## src/include/bbg_map.svh

```systemverilog
// register offsets, field positions, reset values and timing counts
`ifndef BBG_MAP_SVH
`define BBG_MAP_SVH
`define BBG_REG_SYSCTL    4'h0
`define BBG_REG_STATUS    4'h4
`define BBG_PAGE_LSB      0
`define BBG_PAGE_MSB      2
`define BBG_FORCE_BIT     3
`define BBG_WAIT_LSB      4
`define BBG_WAIT_MSB      6
`define BBG_PAGE_RST      3'h0
`define BBG_WAIT_RST      3'h7
`define BBG_ST_BUSY       0
`define BBG_ST_GRANT      1
`define BBG_ST_HANG       2
`define BBG_ST_BOOTMODE   3
`define BBG_ST_EXTMODE    4
`define BBG_ST_ILLEGAL    5
`define BBG_ST_RUN        6
`define BBG_SYNC_LAT      4'h2
`define BBG_LEN_OFFSET    13'h0000
`define BBG_BYTE_HI       2'h3
`define BBG_BYTE_MID      2'h2
`define BBG_BYTE_LO       2'h1
`define BBG_TOP_WORD_LSB  3'h7
`define BBG_LANE_MSB      15
`define BBG_LANE_LSB      8
`define BBG_RELOC_BASE    14'h3800
`define BBG_EXT_START     14'h0000
`define BBG_NORMAL_BASE   14'h0000
`endif

```

## src/include/bbg_pkg.sv

```systemverilog
// types shared by the boot loader and bus grant logic
package bbg_pkg;
	typedef enum logic [1:0] {bs_idle, bs_len, bs_word} bbg_state_t;

	typedef struct packed {
		logic [13:0] addr;
		logic        addr_oe;
		logic [23:0] dout;
		logic        dout_oe_hi;
		logic        dout_oe_lo;
		logic        pms_n;
		logic        dms_n;
		logic        bms_n;
		logic        rd_n;
		logic        wr_n;
		logic        strobe_oe;
	} bbg_ext_out_t;

	typedef struct packed {
		logic        req;
		logic        is_dm;
		logic        wr;
		logic [13:0] addr;
		logic [23:0] wdata;
		logic [2:0]  ws;
		logic        go_mode;
	} bbg_core_req_t;

	typedef struct packed {
		logic        done;
		logic [23:0] rdata;
		logic        halt;
		logic        run;
	} bbg_core_rsp_t;

	typedef struct packed {
		logic        we;
		logic [10:0] addr;
		logic [23:0] data;
	} bbg_pm_wr_t;

	typedef struct packed {
		logic        relocate;
		logic [13:0] pm_ram_base;
		logic [13:0] start_addr;
		logic        illegal;
	} bbg_mode_t;
endpackage : bbg_pkg

```

## src/logic/bbg_top.sv

```systemverilog
// byte-wide boot sequencer and external bus request/grant logic
// Function
// RQ1: both straps low selects byte boot over the external memory interface
// RQ2: boot fetches one byte per access from 8-bit memory
// RQ3: boot space is eight pages of 8k bytes each
// RQ4: every fourth byte skipped except length byte; three bytes form a word
// RQ5: length byte read first, then bytes from top of page downwards
// RQ6: length is words/8 minus 1; zero covers 32 byte locations
// RQ7: boot after reset always loads page zero
// RQ8: software picks page then sets force bit to start boot
// RQ9: three-bit wait-state field 0..7 per boot access, resets to 7
// RQ10: boot access timed like external access, boot strobe replaces others
// RQ11: low 14 address bits on address bus, upper two on D23:D22
// RQ12: boot byte captured from data bits fifteen down to eight
// RQ13: external mode: no boot, program RAM at 0x3800, start at 0x0000
// RQ14: board never straps boot-source high with memory-map low
// RQ15: idle request granted next cycle, buses released, core halts
// RQ16: keep-running mode continues internal execution until external access
// RQ17: grant leaves core state untouched, serial ports keep running
// RQ18: request during access granted cycle after that access completes
// RQ19: grant may split two accesses; second waits for request withdrawal
// RQ20: grant drops same cycle release seen, drivers back, execution resumes
// RQ21: request honoured always; under reset grant follows request directly
// RQ22: during boot grant only after current byte and its wait states
// RQ23: hang output when ready but blocked; release ends grant and hang
// RQ24: outside master drives bus only while granted, stops before release
//
// Decided for this implementation: register access over Avalon-MM and the address map.
`timescale 1ns/1ps
`default_nettype none
`include "bbg_map.svh"

module bbg_top (
	input  wire logic                   i_clk,
	input  wire logic                   i_rst_n,
	input  wire logic [3:0]             i_avs_address,
	input  wire logic                   i_avs_read,
	input  wire logic                   i_avs_write,
	input  wire logic [31:0]            i_avs_writedata,
	input  wire logic [3:0]             i_avs_byteenable,
	output logic [31:0]                 o_avs_readdata,
	output logic                        o_avs_waitrequest,
	input  wire logic                   i_memory_map_strap,
	input  wire logic                   i_boot_source_strap,
	input  wire logic                   i_bus_request_n,
	output logic                        o_bus_grant_n,
	output logic                        o_grant_hang_n,
	input  wire logic [23:0]            i_data_in,
	output bbg_pkg::bbg_ext_out_t       o_ext,
	input  wire bbg_pkg::bbg_core_req_t i_core,
	output bbg_pkg::bbg_core_rsp_t      o_core,
	output bbg_pkg::bbg_pm_wr_t         o_pm,
	output bbg_pkg::bbg_mode_t          o_mode
);
	import bbg_pkg::*;

	// pin synchronisers
	logic        br_s1_r, br_act;
	logic        memory_map_strap_s1_r, memory_map_strap_s2_r, bsrc_s1_r, bsrc_s2_r;
	logic [23:0] din_s1_r, din_s2_r;

	// no reset on request or straps: grant must follow the request under
	// reset, and the strap capture on the first edge must see real pins
	always_ff @(posedge i_clk) begin
		br_s1_r   <= ~i_bus_request_n;
		br_act    <= br_s1_r;
		memory_map_strap_s1_r <= i_memory_map_strap;
		memory_map_strap_s2_r <= memory_map_strap_s1_r;
		bsrc_s1_r <= i_boot_source_strap;
		bsrc_s2_r <= bsrc_s1_r;
	end

	always_ff @(posedge i_clk or negedge i_rst_n) begin
		if (!i_rst_n) begin
			din_s1_r  <= 24'h000000;
			din_s2_r  <= 24'h000000;
		end else begin
			din_s1_r  <= i_data_in;
			din_s2_r  <= din_s1_r;
		end
	end

	// strap capture, one cycle after reset release
	logic strap_cap_r, mode_boot_r, mode_ext_r, mode_bad_r;
	always_ff @(posedge i_clk or negedge i_rst_n) begin
		if (!i_rst_n) begin
			strap_cap_r <= 1'b0;
			mode_boot_r <= 1'b0;
			mode_ext_r  <= 1'b0;
			mode_bad_r  <= 1'b0;
		end else if (!strap_cap_r) begin
			strap_cap_r <= 1'b1;
			mode_boot_r <= ~memory_map_strap_s2_r & ~bsrc_s2_r;  // [RQ1]
			mode_ext_r  <= memory_map_strap_s2_r & ~bsrc_s2_r;   // [RQ13]
			mode_bad_r  <= ~memory_map_strap_s2_r & bsrc_s2_r;   // [RQ14]
		end
	end
	wire reset_boot = ~strap_cap_r & ~memory_map_strap_s2_r & ~bsrc_s2_r;

	// control register
	logic [2:0] page_r, wait_r;
	logic       force_pulse;
	wire  wr_ctl = i_avs_write & i_avs_byteenable[0] &
		(i_avs_address == `BBG_REG_SYSCTL);
	always_ff @(posedge i_clk or negedge i_rst_n) begin
		if (!i_rst_n) begin
			page_r <= `BBG_PAGE_RST;
			wait_r <= `BBG_WAIT_RST;  // [RQ9]
		end else if (wr_ctl) begin
			page_r <= i_avs_writedata[`BBG_PAGE_MSB:`BBG_PAGE_LSB];  // [RQ8]
			wait_r <= i_avs_writedata[`BBG_WAIT_MSB:`BBG_WAIT_LSB];  // [RQ9]
		end
	end
	assign force_pulse = wr_ctl & i_avs_writedata[`BBG_FORCE_BIT];

	// external access engine, shared by boot and core
	logic        acc_active, acc_boot_r, acc_dm_r, acc_wr_r, done_r;
	logic [3:0]  acc_cnt_r;
	logic [15:0] acc_addr_r;
	logic [23:0] acc_wdata_r, rdata_r;
	logic        grant_r, grant_eff;
	bbg_state_t  state_r;
	logic [2:0]  boot_page_select_r;
	logic [10:0] word_idx_r;
	logic [1:0]  byte_sel_r;
	logic [15:0] boot_addr;

	// no start while granted or requested: a split pair waits for release
	wire can_start  = strap_cap_r & ~acc_active & ~br_act & ~grant_r; // [RQ19]
	wire boot_start = can_start & (state_r != bs_idle);
	wire core_start = can_start & (state_r == bs_idle) & i_core.req & ~done_r;
	wire acc_last   = acc_active & (acc_cnt_r == 4'h0);

	assign boot_addr = (state_r == bs_len) ? {boot_page_select_r, `BBG_LEN_OFFSET} :
		{boot_page_select_r, word_idx_r, byte_sel_r};  // [RQ3] [RQ4]

	always_ff @(posedge i_clk or negedge i_rst_n) begin
		if (!i_rst_n) begin
			acc_active  <= 1'b0;
			acc_boot_r  <= 1'b0;
			acc_dm_r    <= 1'b0;
			acc_wr_r    <= 1'b0;
			acc_cnt_r   <= 4'h0;
			acc_addr_r  <= 16'h0000;
			acc_wdata_r <= 24'h000000;
		end else if (boot_start) begin
			acc_active <= 1'b1;
			acc_boot_r <= 1'b1;
			acc_dm_r   <= 1'b0;
			acc_wr_r   <= 1'b0;
			acc_cnt_r  <= {1'b0, wait_r} + `BBG_SYNC_LAT;  // [RQ9] [RQ10]
			acc_addr_r <= boot_addr;
		end else if (core_start) begin
			acc_active  <= 1'b1;
			acc_boot_r  <= 1'b0;
			acc_dm_r    <= i_core.is_dm;
			acc_wr_r    <= i_core.wr;
			acc_cnt_r   <= {1'b0, i_core.ws} + `BBG_SYNC_LAT;
			acc_addr_r  <= {2'h0, i_core.addr};
			acc_wdata_r <= i_core.wdata;
		end else if (acc_last) begin
			acc_active <= 1'b0;
		end else if (acc_active) begin
			acc_cnt_r <= acc_cnt_r - 4'h1;
		end
	end

	// core completion
	always_ff @(posedge i_clk or negedge i_rst_n) begin
		if (!i_rst_n) begin
			done_r  <= 1'b0;
			rdata_r <= 24'h000000;
		end else begin
			done_r <= acc_last & ~acc_boot_r;
			if (acc_last & ~acc_boot_r & ~acc_wr_r)
				rdata_r <= din_s2_r;
		end
	end

	// boot sequencer
	logic [7:0]  len_r;
	logic [15:0] word_buf_r;
	wire  [7:0]  boot_byte = din_s2_r[`BBG_LANE_MSB:`BBG_LANE_LSB];  // [RQ12]
	wire         boot_done = acc_last & acc_boot_r;
	always_ff @(posedge i_clk or negedge i_rst_n) begin
		if (!i_rst_n) begin
			state_r    <= bs_idle;
			boot_page_select_r    <= `BBG_PAGE_RST;
			len_r      <= 8'h00;
			word_idx_r <= 11'h000;
			byte_sel_r <= `BBG_BYTE_HI;
			word_buf_r <= 16'h0000;
		end else begin
			unique case (state_r)
				bs_idle: begin
					if (reset_boot) begin
						boot_page_select_r <= `BBG_PAGE_RST;  // [RQ7]
						state_r <= bs_len;
					end else if (force_pulse) begin
						boot_page_select_r <= i_avs_writedata[`BBG_PAGE_MSB:`BBG_PAGE_LSB]; // [RQ8]
						state_r <= bs_len;
					end
				end
				bs_len: begin
					if (boot_done) begin
						len_r      <= boot_byte;  // [RQ5]
						word_idx_r <= {boot_byte, `BBG_TOP_WORD_LSB};  // [RQ6]
						byte_sel_r <= `BBG_BYTE_HI;
						state_r    <= bs_word;
					end
				end
				bs_word: begin
					if (boot_done) begin
						// offset 4k+3 is the word's top byte, 4k+0 is padding
						unique case (byte_sel_r)
							`BBG_BYTE_HI:  word_buf_r[15:8] <= boot_byte;
							`BBG_BYTE_MID: word_buf_r[7:0]  <= boot_byte;
							default: ;
						endcase
						if (byte_sel_r == `BBG_BYTE_LO) begin  // [RQ4]
							byte_sel_r <= `BBG_BYTE_HI;
							if (word_idx_r == 11'h000)
								state_r <= bs_idle;
							else
								word_idx_r <= word_idx_r - 11'h001;  // [RQ5]
						end else begin
							byte_sel_r <= byte_sel_r - 2'h1;
						end
					end
				end
			endcase
		end
	end

	// program memory write port
	always_ff @(posedge i_clk or negedge i_rst_n) begin
		if (!i_rst_n) begin
			o_pm <= '0;
		end else begin
			o_pm.we <= boot_done & (state_r == bs_word) &
				(byte_sel_r == `BBG_BYTE_LO);  // [RQ2] [RQ4]
			o_pm.addr <= word_idx_r;
			o_pm.data <= {word_buf_r, boot_byte};
		end
	end

	// bus grant: registered in idle cycle, dropped combinationally on release
	always_ff @(posedge i_clk or negedge i_rst_n) begin
		if (!i_rst_n)
			grant_r <= 1'b0;
		else
			grant_r <= br_act & ~acc_active;  // [RQ15] [RQ18] [RQ22]
	end
	// under reset the flop is held, so grant follows the request directly
	assign grant_eff = br_act & (grant_r | ~i_rst_n);  // [RQ20] [RQ21]
	assign o_bus_grant_n = ~grant_eff;

	wire boot_busy = (state_r != bs_idle);
	wire core_run  = strap_cap_r & ~boot_busy;
	wire blocked   = grant_eff & (boot_busy | i_core.req);
	assign o_grant_hang_n = ~blocked;  // [RQ23]

	// halt only stops core stepping; serial ports and core state unaffected
	assign o_core.halt = ~core_run | acc_active | core_start |
		(grant_eff & (~i_core.go_mode | i_core.req));  // [RQ15] [RQ16] [RQ17]
	assign o_core.run   = core_run;
	assign o_core.done  = done_r;
	assign o_core.rdata = rdata_r;

	// external pins, released while granted
	always_comb begin
		o_ext            = '0;
		o_ext.pms_n      = 1'b1;
		o_ext.dms_n      = 1'b1;
		o_ext.bms_n      = 1'b1;
		o_ext.rd_n       = 1'b1;
		o_ext.wr_n       = 1'b1;
		o_ext.strobe_oe  = ~grant_eff;  // [RQ15]
		o_ext.addr       = acc_addr_r[13:0];  // [RQ11]
		o_ext.dout       = acc_wdata_r;
		if (acc_active & ~grant_eff) begin
			o_ext.addr_oe = 1'b1;
			o_ext.rd_n    = acc_wr_r;
			o_ext.wr_n    = ~acc_wr_r;
			if (acc_boot_r) begin
				o_ext.bms_n      = 1'b0;  // [RQ10]
				o_ext.dout[23:22] = acc_addr_r[15:14];  // [RQ11]
				o_ext.dout_oe_hi = 1'b1;
			end else begin
				o_ext.pms_n      = acc_dm_r;
				o_ext.dms_n      = ~acc_dm_r;
				o_ext.dout_oe_hi = acc_wr_r;
				o_ext.dout_oe_lo = acc_wr_r;
			end
		end
	end

	assign o_mode.relocate    = mode_ext_r;
	assign o_mode.pm_ram_base = mode_ext_r ? `BBG_RELOC_BASE :
		`BBG_NORMAL_BASE;  // [RQ13]
	assign o_mode.start_addr  = `BBG_EXT_START;
	assign o_mode.illegal     = mode_bad_r;

	// avalon slave: reads take one wait cycle, writes none
	logic rd_ack_r;
	logic [31:0] status, rd_mux;
	always_comb begin
		status = 32'h00000000;
		status[`BBG_ST_BUSY]     = boot_busy;
		status[`BBG_ST_GRANT]    = grant_eff;
		status[`BBG_ST_HANG]     = blocked;
		status[`BBG_ST_BOOTMODE] = mode_boot_r;
		status[`BBG_ST_EXTMODE]  = mode_ext_r;
		status[`BBG_ST_ILLEGAL]  = mode_bad_r;
		status[`BBG_ST_RUN]      = core_run;
		rd_mux = 32'h00000000;
		if (i_avs_address == `BBG_REG_SYSCTL) begin
			rd_mux[`BBG_PAGE_MSB:`BBG_PAGE_LSB] = page_r;
			rd_mux[`BBG_FORCE_BIT]              = boot_busy;
			rd_mux[`BBG_WAIT_MSB:`BBG_WAIT_LSB] = wait_r;
		end else if (i_avs_address == `BBG_REG_STATUS) begin
			rd_mux = status;
		end
	end
	always_ff @(posedge i_clk or negedge i_rst_n) begin
		if (!i_rst_n) begin
			rd_ack_r       <= 1'b0;
			o_avs_readdata <= 32'h00000000;
		end else begin
			rd_ack_r <= i_avs_read & ~rd_ack_r;
			if (i_avs_read & ~rd_ack_r)
				o_avs_readdata <= rd_mux;
		end
	end
	assign o_avs_waitrequest = i_avs_read & ~rd_ack_r;
endmodule : bbg_top
`default_nettype wire

```

## config.mk

```make
export PLATFORM = sky130hd
export DESIGN_NAME = bbg_top
export DESIGN_NICKNAME = d
export VERILOG_FILES = /design/src/include/bbg_pkg.sv /design/src/logic/bbg_top.sv
export VERILOG_INCLUDE_DIRS = /design/src /design/src/include
export SDC_FILE = /design/constraint.sdc
export NUM_CORES = 1
export LEC_CHECK = 0
export ABC_AREA = 1
export BUFFER_PORTS_ARGS = -buffer_cell sky130_fd_sc_hd__buf_2
export CAP_MARGIN = 20
export CELL_PAD_IN_SITES_DETAIL_PLACEMENT = 1
export CELL_PAD_IN_SITES_GLOBAL_PLACEMENT = 2
export CORE_ASPECT_RATIO = 0.5
export CORE_MARGIN = 5
export CORE_UTILIZATION = 30
export DETAILED_ROUTE_END_ITERATION = 10
export PLACE_DENSITY = 0.91
export SLEW_MARGIN = 30
export SYNTH_ARGS = -nofsm -noshare
export SYNTH_HDL_FRONTEND = slang
export SYNTH_SLANG_ARGS = --single-unit
```

## constraint.sdc

```tcl
create_clock -name i_clk -period 2.3 [get_ports i_clk]
set_input_delay 0.46 -clock i_clk [delete_from_list [all_inputs] [get_ports i_clk]]
set_output_delay 0.46 -clock i_clk [all_outputs]
set_load 0.05 [all_outputs]
```

# Yosys cells after proc, flatten, opt, wreduce, memory -nomap -nowiden
# Cells that the tools add are included.
[totals] inputBits=116 output_inout_bits=175 elab_cells=168 register_bits=241
[classes] muxes=44 add_sub_neg=5 n_reduce_logical=18 eq_ne=13 bitwise=53
[op_table] op="2-to-1 mux 11 bit" n=4
[op_table] op="2-to-1 mux 16 bit" n=2
[op_table] op="bitwise AND 1 bit" n=28
[op_table] op="2-to-1 mux 25 bit" n=1
[op_table] op="one-hot mux 11 bit (2 select lines)" n=1
[op_table] op="2-to-1 mux 7 bit" n=3
[op_table] op="2-to-1 mux 2 bit" n=10
[op_table] op="NOT 1 bit" n=19
[op_table] op="2-to-1 mux 4 bit" n=4
[op_table] op="2-to-1 mux 14 bit" n=1
[op_table] op="2-to-1 mux 13 bit" n=1
[op_table] op="2-to-1 mux 3 bit" n=4
[op_table] op="zero test 11 bit" n=1
[op_table] op="2-to-1 mux 1 bit" n=11
[op_table] op="subtractor 11 x 1 -> 11 bit (second input constant)" n=1
[op_table] op="AND reduction 5 bit" n=2
[op_table] op="AND reduction 3 bit" n=3
[op_table] op="adder 3 x 2 -> 4 bit (second input constant)" n=2
[op_table] op="zero test 4 bit" n=2
[op_table] op="inequality test 2 bit (second input constant)" n=4
[op_table] op="nonzero test 2 bit" n=4
[op_table] op="== test 2 bit (second input constant)" n=3
[op_table] op="inequality test 3 bit (second input constant)" n=2
[op_table] op="bitwise OR 1 bit" n=6
[op_table] op="10 further kinds" n=14

# Longest topological paths before layout
# Gate-level depths: netlist of the first run.
[logic_depth] ltp_word=9 depth_mapped=11 mapped_depth_nobuf=10

# Least setup slack after synthesis of the first run
# No wires, ideal clock.
[synth_timing] path_kind="in2out" startpoint="in i_rst_n" endpoint="out o_ext[30] in the netlist's numbering" n_path_buf=0 cell_stages=6 arrival_ns=3.803 t_required_ns=1.840 slack_ns=-1.963 path_cell_list="nand2_1 -> nand2_1 -> inv_1 -> nor2_1 -> nand2_1 -> o21ai_0"
[synth_lines] element="from (decl)" line_no="bbg_top.sv:35" source="input wire logic i_rst_n,"
[synth_lines] element="to (decl)" line_no="bbg_top.sv:49" source="output bbg_pkg::bbg_ext_out_t o_ext,"

==> impl_metrics.env, run 1 <==
export IMPL_cp_max_fo=6
export IMPL_die_w_um=251
export IMPL_synth_flop_cell="dfrtp_1"
export IMPL_synthMuxAreaShare_pct=0
export IMPL_first_pass_iters=4
export IMPL_slew_headroom_pct=58.8
export IMPL_initial_utilization_pct=30.2
export IMPL_cts_root_buf="clkbuf_16"
export IMPL_p_sw_mw=7.18
export IMPL_synth_warnings=0
export IMPL_grt_pass1_wl_um=38300
export IMPL_pwr_share_seq_pct=34.6
export IMPL_drv_cap=0
export IMPL_grt_total_usage_pct=14.6
export IMPL_status="completed"
export IMPL_post_route_drc_count=0
export IMPL_crit_required_ns=1.84
export IMPL_netlist_instances=890
export IMPL_grt_setup_unrepaired="yes"
export IMPL_r2r_end="word_idx_r[8]$_DFFE_PN0P_"
export IMPL_synth_edf_count=0
export IMPL_grt_antenna_before_repair=1
export IMPL_yosysSeqAreaShare_pct=61.7
export IMPL_synth_seq_cells=216
export IMPL_wirelength_um=24900
export IMPL_reg2reg_slack_ns=0.29
export IMPL_clk_pin_slew_worst_paths_ns=0.06
export IMPL_dieArea_mm2=0.0328
export IMPL_setup_violations=0
export IMPL_critical_path_top_delay_family="simple AND/OR/NAND/NOR gates"
export IMPL_hp_start="i_data_in[9]"
export IMPL_io_pins=291
export IMPL_p_int_mw=8.58
export IMPL_cts_tree="yes"
export IMPL_vdd_drop_max_uv=496
export IMPL_coreArea_mm2=0.0288
export IMPL_preCtsSetupSlack_ns=0.117
export IMPL_p_comb_share_pct=41.8
export IMPL_r2r_start="acc_cnt_r[0]$_DFFE_PN0P_"
export IMPL_slew_viol_final=0
export IMPL_synth_compound_area_share_pct=5.52
export IMPL_leakagePower_nw=5.82
export IMPL_reg2reg_depth=8
export IMPL_drive_gt1_share_pct=28.6
export IMPL_placementRows=44
export IMPL_synth_top_family_by_area="simple AND/OR/NAND/NOR gates"
export IMPL_arrival_ns=1.80
export IMPL_cp_end_kind="output pin"
export IMPL_crit_type="flip-flop to output pin"
export IMPL_period_share_pct=98.3
export IMPL_dr_first_iter_drc_count=236
export IMPL_cts_buffer_depth=3
export IMPL_fillCellCount=3389
export IMPL_fin_nets=1207
export IMPL_p_per_area_mw_per_mm2=1460
export IMPL_vias_per_cell=4.34
export IMPL_cp_num_buf_inv=3
export IMPL_grt_pass1_vias=6984
export IMPL_period_needed_ns=2.26
export IMPL_cts_sinks=216
export IMPL_synthArstFlopShare_pct=97.2
export IMPL_antenna_left=0
export IMPL_hold_path_class="primary input to flip-flop"
export IMPL_die_height_um=131
export IMPL_crit_chain="inv_2 > nand2_2 > nand2_4 > inv_4 > nor2_4 > nand2_8 > o21ai_4 > buf_8"
export IMPL_fin_skew_ns=0.0169
export IMPL_setup_slack_ns=0.0386
export IMPL_startpoint_type="flip-flop"
export IMPL_cts_inserted_buffers=22
export IMPL_synth_adder_area_share_pct=1.29
export IMPL_synth_xor_area_share_pct=0.301
export IMPL_instances_no_fill=1490
export IMPL_clkPwrFrac_pct=23.6
export IMPL_htreeDepth=1
export IMPL_wire_per_inst_um=16.7
export IMPL_worst_pin_slew_ns=0.618
export IMPL_syn_area_mm2=0.00873
export IMPL_area_delta_synth_final_pct=23.7
export IMPL_p_sw_share_pct=45.6
export IMPL_io_buffers=212
export IMPL_hold_viol_final=0
export IMPL_synthSimpleGateAreaFrac_pct=18.6
export IMPL_slowest_delay_ns=0.37
export IMPL_placedCellCount=1438
export IMPL_hpwlAfterDp_um=18200
export IMPL_grt_max_degree=192
export IMPL_hold_path_end="din_s1_r[9]$_DFF_PN0_"
export IMPL_cp_depth=8
export IMPL_vias=6467
export IMPL_fmax_mhz=442
export IMPL_grt_ovfl_total=0
export IMPL_slowest_stage="dfrtp_1"
export IMPL_yosysUniqueCellTypes=33
export IMPL_clk_latency_ns=0.53
export IMPL_avgSynthCellArea_um2=9.80
export IMPL_gp_congestion=0.846
export IMPL_hold_depth=1
[power groups by stage]
stage	clock [mW]	sequential (mW)	combinational, mW
2_1_floorplan	0	6.61	3.95
3_3_place_gp	0	5.46	6.19
3_5_place_dp	0	5.51	6.37
4_1_cts	3.85	5.46	6.55
5_1_grt	4.04	5.58	7.06
6_report	3.72	5.45	6.60
[timing repair]
action | in CTS | in global routing
hold buffers | 1 | 0
endpoints found under the setup margin | 12 | 13
pin swaps | 5 | 4
hold endpoints to repair | 19 | 0
gates resized for setup | 20 | 14
buffers inserted | 4 | 5
[final cells by class]
cell class	instances	area (um2)	share of cell area, %
Clock inverter	10	125	1.16
Clock buffer	30	641	5.93
Inverter	69	264	2.45
Tap cell	391	489	4.53
Multi-Input combinational cell	538	2540	23.5
Sequential cell	216	5380	49.8
Timing Repair Buffer	235	1350	12.5
Antenna cell	1	2.50	0.0232
[flip-flops by register name, summed over array words and instances (netlist names), 2 cells and up]
| name | cells |
|---|---|
| acc_addr_r | 16 |
| acc_cnt_r | 4 |
| acc_wdata_r | 24 |
| boot_page_select_r | 3 |
| byte_sel_r | 2 |
| din_s1_r | 24 |
| din_s2_r | 24 |
| o_avs_readdata | 7 |
| o_pm | 36 |
| page_r | 3 |
| rdata_r | 24 |
| state_r | 2 |
| wait_r | 3 |
| word_buf_r | 16 |
| word_idx_r | 11 |
[synthesized netlist by cell type (3+ instances only)]
| master | instances | area [um2] |
|---|---|---|
| a21oi_1 | 3 | 15.0 |
| buf_2 | 12 | 60.1 |
| buf_4 | 96 | 721 |
| buf_6 | 3 | 33.8 |
| clkbuf_1 | 5 | 18.8 |
| dfrtp_1 | 205 | 5130 |
| dfstp_2 | 5 | 131 |
| dfxtp_1 | 6 | 120 |
| ha_1 | 9 | 113 |
| inv_1 | 64 | 240 |
| inv_2 | 4 | 15.0 |
| nand2_1 | 288 | 1080 |
| nand2_2 | 3 | 18.8 |
| nand3_1 | 53 | 265 |
| nand4_1 | 6 | 37.5 |
| nor2_1 | 30 | 113 |
| o211ai_1 | 14 | 105 |
| o21ai_0 | 55 | 275 |
| o21ai_2 | 4 | 35.0 |
| o22ai_1 | 6 | 37.5 |
| xor2_1 | 3 | 26.3 |
[metrics by stage]
step	setup TNS (ns)	hold WS, ns	total power [mW]	area, um2	utilization [%]
2_1_floorplan	0	0.164	10.6	8980	-
3_3_place_gp	0	0.312	11.6	9820	34.0
3_5_place_dp	0	0.313	11.9	9820	34.0
4_1_cts	-0.00967	0.0142	15.9	10700	37.1
5_1_grt	-0.166	0.00790	16.7	10800	37.4
6_report	0	0.0416	15.8	10800	37.4
[cells in the final DEF (no fill, tap or decap), drive strengths merged, types with 14 or more instances in the layout]
cell | Yosys | routed
buf | 111 | 233
nor2 | 33 | 33
o211ai | 14 | 14
nand3 | 54 | 54
nand2 | 292 | 292
dfrtp | 205 | 205
o21ai | 60 | 60
inv | 68 | 68
clkbuf | 5 | 31
conb | 2 | 51
[cell families (layout without fill, tap and decap cells)]
group           count (synthesis)  in the layout
flops                         216            216
simple gates                  391            391
other cells                     2             52
compound gates                 84             84
buf+inv                       185            344
xor+xnor                        3              3
fa+ha+maj                       9              9
[routing by layer]
layer  part of all wire (%)  vias to the layer above  global-route usage, %
li1                       -                     3038                      -
met4                    2.0                        0                   3.69
met5                      0                        -                      0
met2                     54                      125                   27.0
met3                    3.3                       37                   2.29
met1                     41                     3267                   18.0
[worst reg2reg max path: cells and delay by family (launching register included)]
kind | cells | cell delay (ns)
simple gates | 5 | 0.88
fa+ha+maj | 1 | 0.24
flops | 1 | 0.42
buf+inv | 2 | 0.42
[worst max-delay path by stage]
stage / start / endpoint / slack [ns]
floorplan: i_rst_n / o_ext[6] / 0.02
global placement: i_rst_n / o_ext[30] / 0.23
detailed placement: state_r[0]$_DFFE_PN0P_ / acc_cnt_r[2]$_DFFE_PN0P_ / 0.12
CTS: state_r[0]$_DFFE_PN0P_ / acc_cnt_r[0]$_DFFE_PN0P_ / -0.006
global route: grant_r$_DFF_PN0_ / o_ext[30] / -0.06
finish: grant_r$_DFF_PN0_ / o_ext[30] / 0.04
(Power assumes the default switching activity.)
==> inputs of run 2 (changes only) <==
GPL_TIMING_DRIVEN = 0   (was default)
==> run 2 against run 1 <==
- die area stayed put
- flip-flop and latch count unchanged
- sequential power grew 1%
- via count grew 6.4%
- clock power grew 5.6%
- combinational power increased by 8.2%
- cell area increased by 9.4%
- clock skew rose by 0.010 ns
- largest power group unchanged
==> impl_metrics.env, run 2 (synthesis gave the netlist of run 1 again) <==
export IMPL_first_pass_iters=6
export IMPL_cts_tree="yes"
export IMPL_fin_nets=1325
export IMPL_hold_viol_final=0
export IMPL_hold_path_class="primary input to asynchronous set/reset pin"
export IMPL_setup_violations=0
export IMPL_grt_ovfl_total=0
export IMPL_grt_pass1_vias=7558
export IMPL_fin_area_mm2=0.0118
export IMPL_drive_gt1_share_pct=34.8
export IMPL_arrival_ns=1.82
export IMPL_period_share_pct=99.1
export IMPL_dieArea_mm2=0.0328
export IMPL_io_buffers=212
export IMPL_reg2reg_slack_ns=0.21
export IMPL_fillCellCount=3370
export IMPL_crit_type="flip-flop to output pin"
export IMPL_layout_common_cells="nand2_1 (281), buf_2 (211), dfrtp_1 (205)"
export IMPL_initial_utilization_pct=30.2
export IMPL_regMostFlops="o_pm"
export IMPL_grt_setup_unrepaired="yes"
export IMPL_cts_sinks=216
export IMPL_r2r_end="word_idx_r[9]$_DFFE_PN0P_"
export IMPL_seqCellArea_mm2=0.00538
export IMPL_vias=6884
export IMPL_p_per_area_mw_per_mm2=1400
export IMPL_antenna_left=0
export IMPL_startpoint_type="flip-flop"
export IMPL_die_w_um=251
export IMPL_r2r_start="state_r[1]$_DFFE_PN0P_"
export IMPL_placementRows=44
export IMPL_die_height_um=131
export IMPL_grt_total_usage_pct=15.9
export IMPL_fmax_mhz=439
export IMPL_cp_end_kind="output pin"
export IMPL_period_needed_ns=2.28
export IMPL_clk_pin_slew_worst_paths_ns=0.07
export IMPL_drv_cap=0
export IMPL_instances_no_fill=1608
export IMPL_htreeDepth=1
export IMPL_fin_skew_ns=0.0273
export IMPL_post_route_drc_count=0
export IMPL_cts_root_buf="clkbuf_16"
export IMPL_crit_required_ns=1.84
export IMPL_worst_pin_slew_ns=0.530
export IMPL_placedCellCount=1544
export IMPL_cp_max_fo=6
export IMPL_status="completed"
export IMPL_largest_reg_flops=36
export IMPL_vias_per_cell=4.28
export IMPL_cts_inserted_buffers=22
export IMPL_dr_first_iter_drc_count=368
export IMPL_leakagePower_nw=6.47
export IMPL_grt_antenna_before_repair=2
export IMPL_dpl_cell_area_mm2=0.0106
export IMPL_multi_input_area_mm2=0.00253
export IMPL_fin_tns_setup_ns=0
export IMPL_slew_viol_final=0
export IMPL_wirelength_um=26800
export IMPL_vdd_drop_max_uv=542
export IMPL_hpwlAfterDp_um=19400
export IMPL_clk_latency_ns=0.54
export IMPL_finalCoreUtilization_pct=40.9
export IMPL_cts_buffer_depth=3
export IMPL_area_delta_synth_final_pct=35.3
export IMPL_final_common_cell="nand2_1"
export IMPL_slew_headroom_pct=64.6
export IMPL_p_total_mw=16.6
export IMPL_reg2reg_depth=11
export IMPL_coreArea_mm2=0.0288
export IMPL_grt_max_degree=89
export IMPL_gp_congestion=0.855
export IMPL_io_pins=291
export IMPL_wire_per_inst_um=16.7
export IMPL_grt_pass1_wl_um=41700
-- run 2: critical path, stage by stage (launching register included) --
cell and delay [ns]:
dfrtp_1 0.38, inv_2 0.07, nand2_2 0.06, nand2_4 0.07
inv_4 0.04, nor2_4 0.23, nand2_8 0.11, o21ai_4 0.17
buf_8 0.16
-- run 2: worst max path at each step --
stage / start / to / cells past startpoint
6_report: grant_r$_DFF_PN0_ / o_ext[31] / 8
5_1_grt: grant_r$_DFF_PN0_ / o_ext[30] / 9
4_1_cts: grant_r$_DFF_PN0_ / o_ext[31] / 8
3_5_place_dp: i_rst_n / o_ext[30] / 9
3_3_place_gp: i_rst_n / o_ext[30] / 8
2_1_floorplan: i_rst_n / o_ext[6] / 6
-- run 2: area by class of cell --
class,instances,share of cell area (%)
antenna,2,0.0424
timing repair buffer,238,12.6
buffer,115,7.10
clock buffer,31,5.37
sequential,216,45.6
tap,391,4.14
multi-input combinational,538,21.5
clock inverter,8,1.42
inverter,69,2.25
-- run 2: stage by stage --
step	setup WS [ns]	hold WS, ns
CTS	-0.0334	0.000135
floorplan	0.0191	0.164
global route	-0.0757	0.00127
detailed placement	-0.627	0.316
global placement	-3.76	0.314
finish	0.0200	0.0281
-- run 2: what timing repair did --
item,4_1_cts,5_1_grt
setup endpoints to repair,14,12
hold buffers,9,0
setup buffers,10,3
resized for setup,30,11
hold endpoints to repair,63,0
pin swaps,7,8
gates cloned,2,0
-- run 2: power by group --
group	internal, mW	switching [mW]
Combinational	2.03	5.11
Clock	2.39	1.54
Sequential	4.84	0.671
Total	9.26	7.32
-- run 2: per-layer routing --
| layer | global-route usage [%] | wire length, um |
|---|---|---|
| met3 | 2.37 | 795 |
| met2 | 29.3 | 14100 |
| met1 | 19.7 | 11200 |
| met4 | 5.10 | 742 |
| met5 | 0 | 0 |
==> inputs of run 3 (changes only) <==
ABC_AREA = default   (was 1)
CORE_UTILIZATION = 33   (was 30)
CTS_BUF_LIST = sky130_fd_sc_hd__clkbuf_8   (was default)
PLACE_DENSITY = 0.92   (was 0.91)
==> run 3 against run 2 <==
- the flow now finishes with violations (negative setup slack)
- critical path depth down 2
- wire length down 4.0%
- via count down 8.1%
- utilization up 5.7 points
- global-route usage up 0.75 points
- clock power down 23%
- worst hold slack better by 0.0072 ns
- worst setup slack worse by 0.34 ns
==> impl_metrics.env, run 3 <==
export IMPL_status="finished, violations left"
export IMPL_violations="negative setup slack"
export IMPL_drive_gt1_share_pct=51.1
export IMPL_grt_antenna_before_repair=5
export IMPL_synth_area_leaders="dfrtp_1 (60%), mux2_2 (9.1%), buf_4 (8.4%)"
export IMPL_vdd_drop_max_uv=379
export IMPL_setup_violations=10
export IMPL_initial_utilization_pct=33.9
export IMPL_vias=6323
export IMPL_regMostFlops="o_pm"
export IMPL_die_height_um=124
export IMPL_period_share_pct=114
export IMPL_antenna_left=0
export IMPL_grt_setup_unrepaired="yes"
export IMPL_cts_tree="yes"
export IMPL_hold_depth=2
export IMPL_cp_end_kind="output pin"
export IMPL_yosysTopAreaCellShare_pct=59.5
export IMPL_placementRows=41
export IMPL_final_common_cell="dfrtp_1"
export IMPL_crit_type="flip-flop to output pin"
export IMPL_dieArea_mm2=0.0296
export IMPL_cts_root_buf="clkbuf_8"
export IMPL_period_needed_ns=2.62
export IMPL_gp_congestion=0.787
export IMPL_leakagePower_nw=6.04
export IMPL_fmax_mhz=382
export IMPL_r2r_start="word_idx_r[0]$_DFFE_PN0P_"
export IMPL_syn_area_mm2=0.00862
export IMPL_cp_startpoint="state_r[1]$_DFFE_PN0P_"
export IMPL_netlist_instances=654
export IMPL_die_w_um=239
export IMPL_synth_warnings=0
export IMPL_reg2reg_depth=6
export IMPL_synth_edf_count=0
export IMPL_setup_slack_ns=-0.318
export IMPL_cp_max_fo=7
export IMPL_dr_first_iter_drc_count=316
export IMPL_p_per_area_mw_per_mm2=1070
export IMPL_hp_start="i_bus_request_n"
export IMPL_hpwlAfterDp_um=17800
export IMPL_synth_flop_cell="dfrtp_1"
export IMPL_startpoint_type="flip-flop"
export IMPL_finalCoreUtilization_pct=46.6
export IMPL_grt_max_degree=87
export IMPL_p_total_mw=12.7
export IMPL_pwr_share_seq_pct=39.3
export IMPL_clkPwrFrac_pct=23.6
export IMPL_fin_skew_ns=0.0138
export IMPL_p_sw_mw=5.15
export IMPL_yosysTopAreaCell="dfrtp_1"
export IMPL_synth_seq_cells=216
export IMPL_clk_latency_ns=0.59
export IMPL_largest_reg_flops=36
export IMPL_first_pass_iters=5
export IMPL_grt_total_usage_pct=16.7
export IMPL_clk_pin_slew_worst_paths_ns=0.06
export IMPL_fillCellCount=2773
export IMPL_p_int_mw=7.59
export IMPL_io_pins=291
export IMPL_p_comb_share_pct=37.0
export IMPL_slew_headroom_pct=39.0
export IMPL_grt_pass1_wl_um=40300
export IMPL_hold_path_class="primary input to flip-flop"
export IMPL_crit_required_ns=1.84
export IMPL_yosysMostFrequentCell="dfrtp_1"
export IMPL_reg2reg_slack_ns=0.04
export IMPL_avgSynthCellArea_um2=13.2
export IMPL_coreArea_mm2=0.0254
export IMPL_wirelength_um=25700
export IMPL_cts_sinks=216
export IMPL_drv_cap=0
export IMPL_cts_buffer_depth=3
export IMPL_hold_viol_final=0
export IMPL_p_sw_share_pct=40.4
export IMPL_grt_pass1_vias=7170
export IMPL_layout_common_cells="dfrtp_1 (203), buf_2 (198), buf_4 (125)"
export IMPL_wire_per_inst_um=18.7
export IMPL_post_route_drc_count=0
export IMPL_synthArstFlopShare_pct=97.2
export IMPL_yosysSeqAreaShare_pct=62.4
export IMPL_cts_inserted_buffers=31
export IMPL_io_buffers=212
export IMPL_worst_pin_slew_ns=0.907
export IMPL_fin_nets=1129
export IMPL_slew_viol_final=0
export IMPL_htreeDepth=1
export IMPL_yosysUniqueCellTypes=70
export IMPL_vias_per_cell=4.61
export IMPL_arrival_ns=2.16
export IMPL_yosys_top_cells_count="dfrtp_1 (205), buf_4 (97), mux2_2 (70)"
export IMPL_area_delta_synth_final_pct=37.7
export IMPL_grt_ovfl_total=0
## run 3: timing repair
item,in CTS,in global routing
endpoints found under the hold margin,77,0
pin swaps,9,7
buffers inserted,14,17
hold buffers,28,0
resized for setup,79,31
endpoints found under the setup margin,76,47
## run 3: area by class of cell
type	count	area (um2)	share of cell area (%)
well taps	344	430	3.63
plain buffers	110	823	6.94
inverters	35	136	1.15
repair buffers	273	1790	15.1
diodes	5	12.5	0.105
flip-flops and latches	216	5390	45.4
clock buffers	40	551	4.64
clock inverters	12	57.6	0.485
multi-input cells	337	2680	22.6
## run 3: logic make-up (layout without fill, tap and decap cells)
group / Yosys count / in the layout / synth area share [%]
DFF: 216 / 216 / 62.4
buffers and inverters: 150 / 470 / 10.9
muxes: 74 / 74 / 9.64
AOI/OAI and AO/OA: 98 / 98 / 8.54
other: 2 / 56 / 0.0871
and+or+nand+nor: 105 / 105 / 7.08
adders and majority gates: 9 / 9 / 1.31
## run 3: power by group through the flow
stage               clock (mW)  combinational [mW]  sequential [mW]
finish                    3.01                4.72             5.01
CTS                       3.11                4.64             5.01
global placement             0                4.24             5.00
floorplan                    0                2.13             6.12
global route              3.32                4.95             5.10
detailed placement           0                4.37             5.05
## run 3: worst paths after layout
path / to
worst min-delay path: br_s1_r$_DFF_P_
max in group asynchronous: o_pm[19]$_DFF_PN0_
worst max register to register: state_r[1]$_DFFE_PN0P_
min in group asynchronous: wait_r[2]$_DFFE_PN1N_
worst max-delay path: o_core[1]
worst min register to register: br_act$_DFF_P_
## run 3: critical path, cell delays in order (launching register included)
cell,delay [ns]
dfrtp_1,0.40
inv_2,0.09
ha_4,0.17
buf_8,0.13
and2_4,0.15
or4b_4,0.47
buf_8,0.17
## run 3: through the flow
step | setup WS [ns] | hold WS (ns) | TNS (ns) | std cells | instance area [um2]
4_1_cts | -0.432 | 0.00493 | -1.56 | 1353 | 11700
6_report | -0.318 | 0.0353 | -2.06 | 1372 | 11900
3_3_place_gp | -3.45 | 0.316 | -612.41 | 1259 | 10300
2_1_floorplan | 0.0190 | 0.164 | 0 | 703 | 8810
3_5_place_dp | -0.540 | 0.318 | -10.71 | 1261 | 10400
5_1_grt | -0.436 | 0.00117 | -3.15 | 1372 | 11900
## run 3: routing by layer
layer	up-vias	wire length, um	GRT usage (%)	share of wire [%]
met2	185	14000	30.9	54
met5	-	0	0	0
met4	0	1010	6.04	3.9
li1	2844	-	-	-
met1	3225	9610	19.2	37
met3	69	1100	3.21	4.3
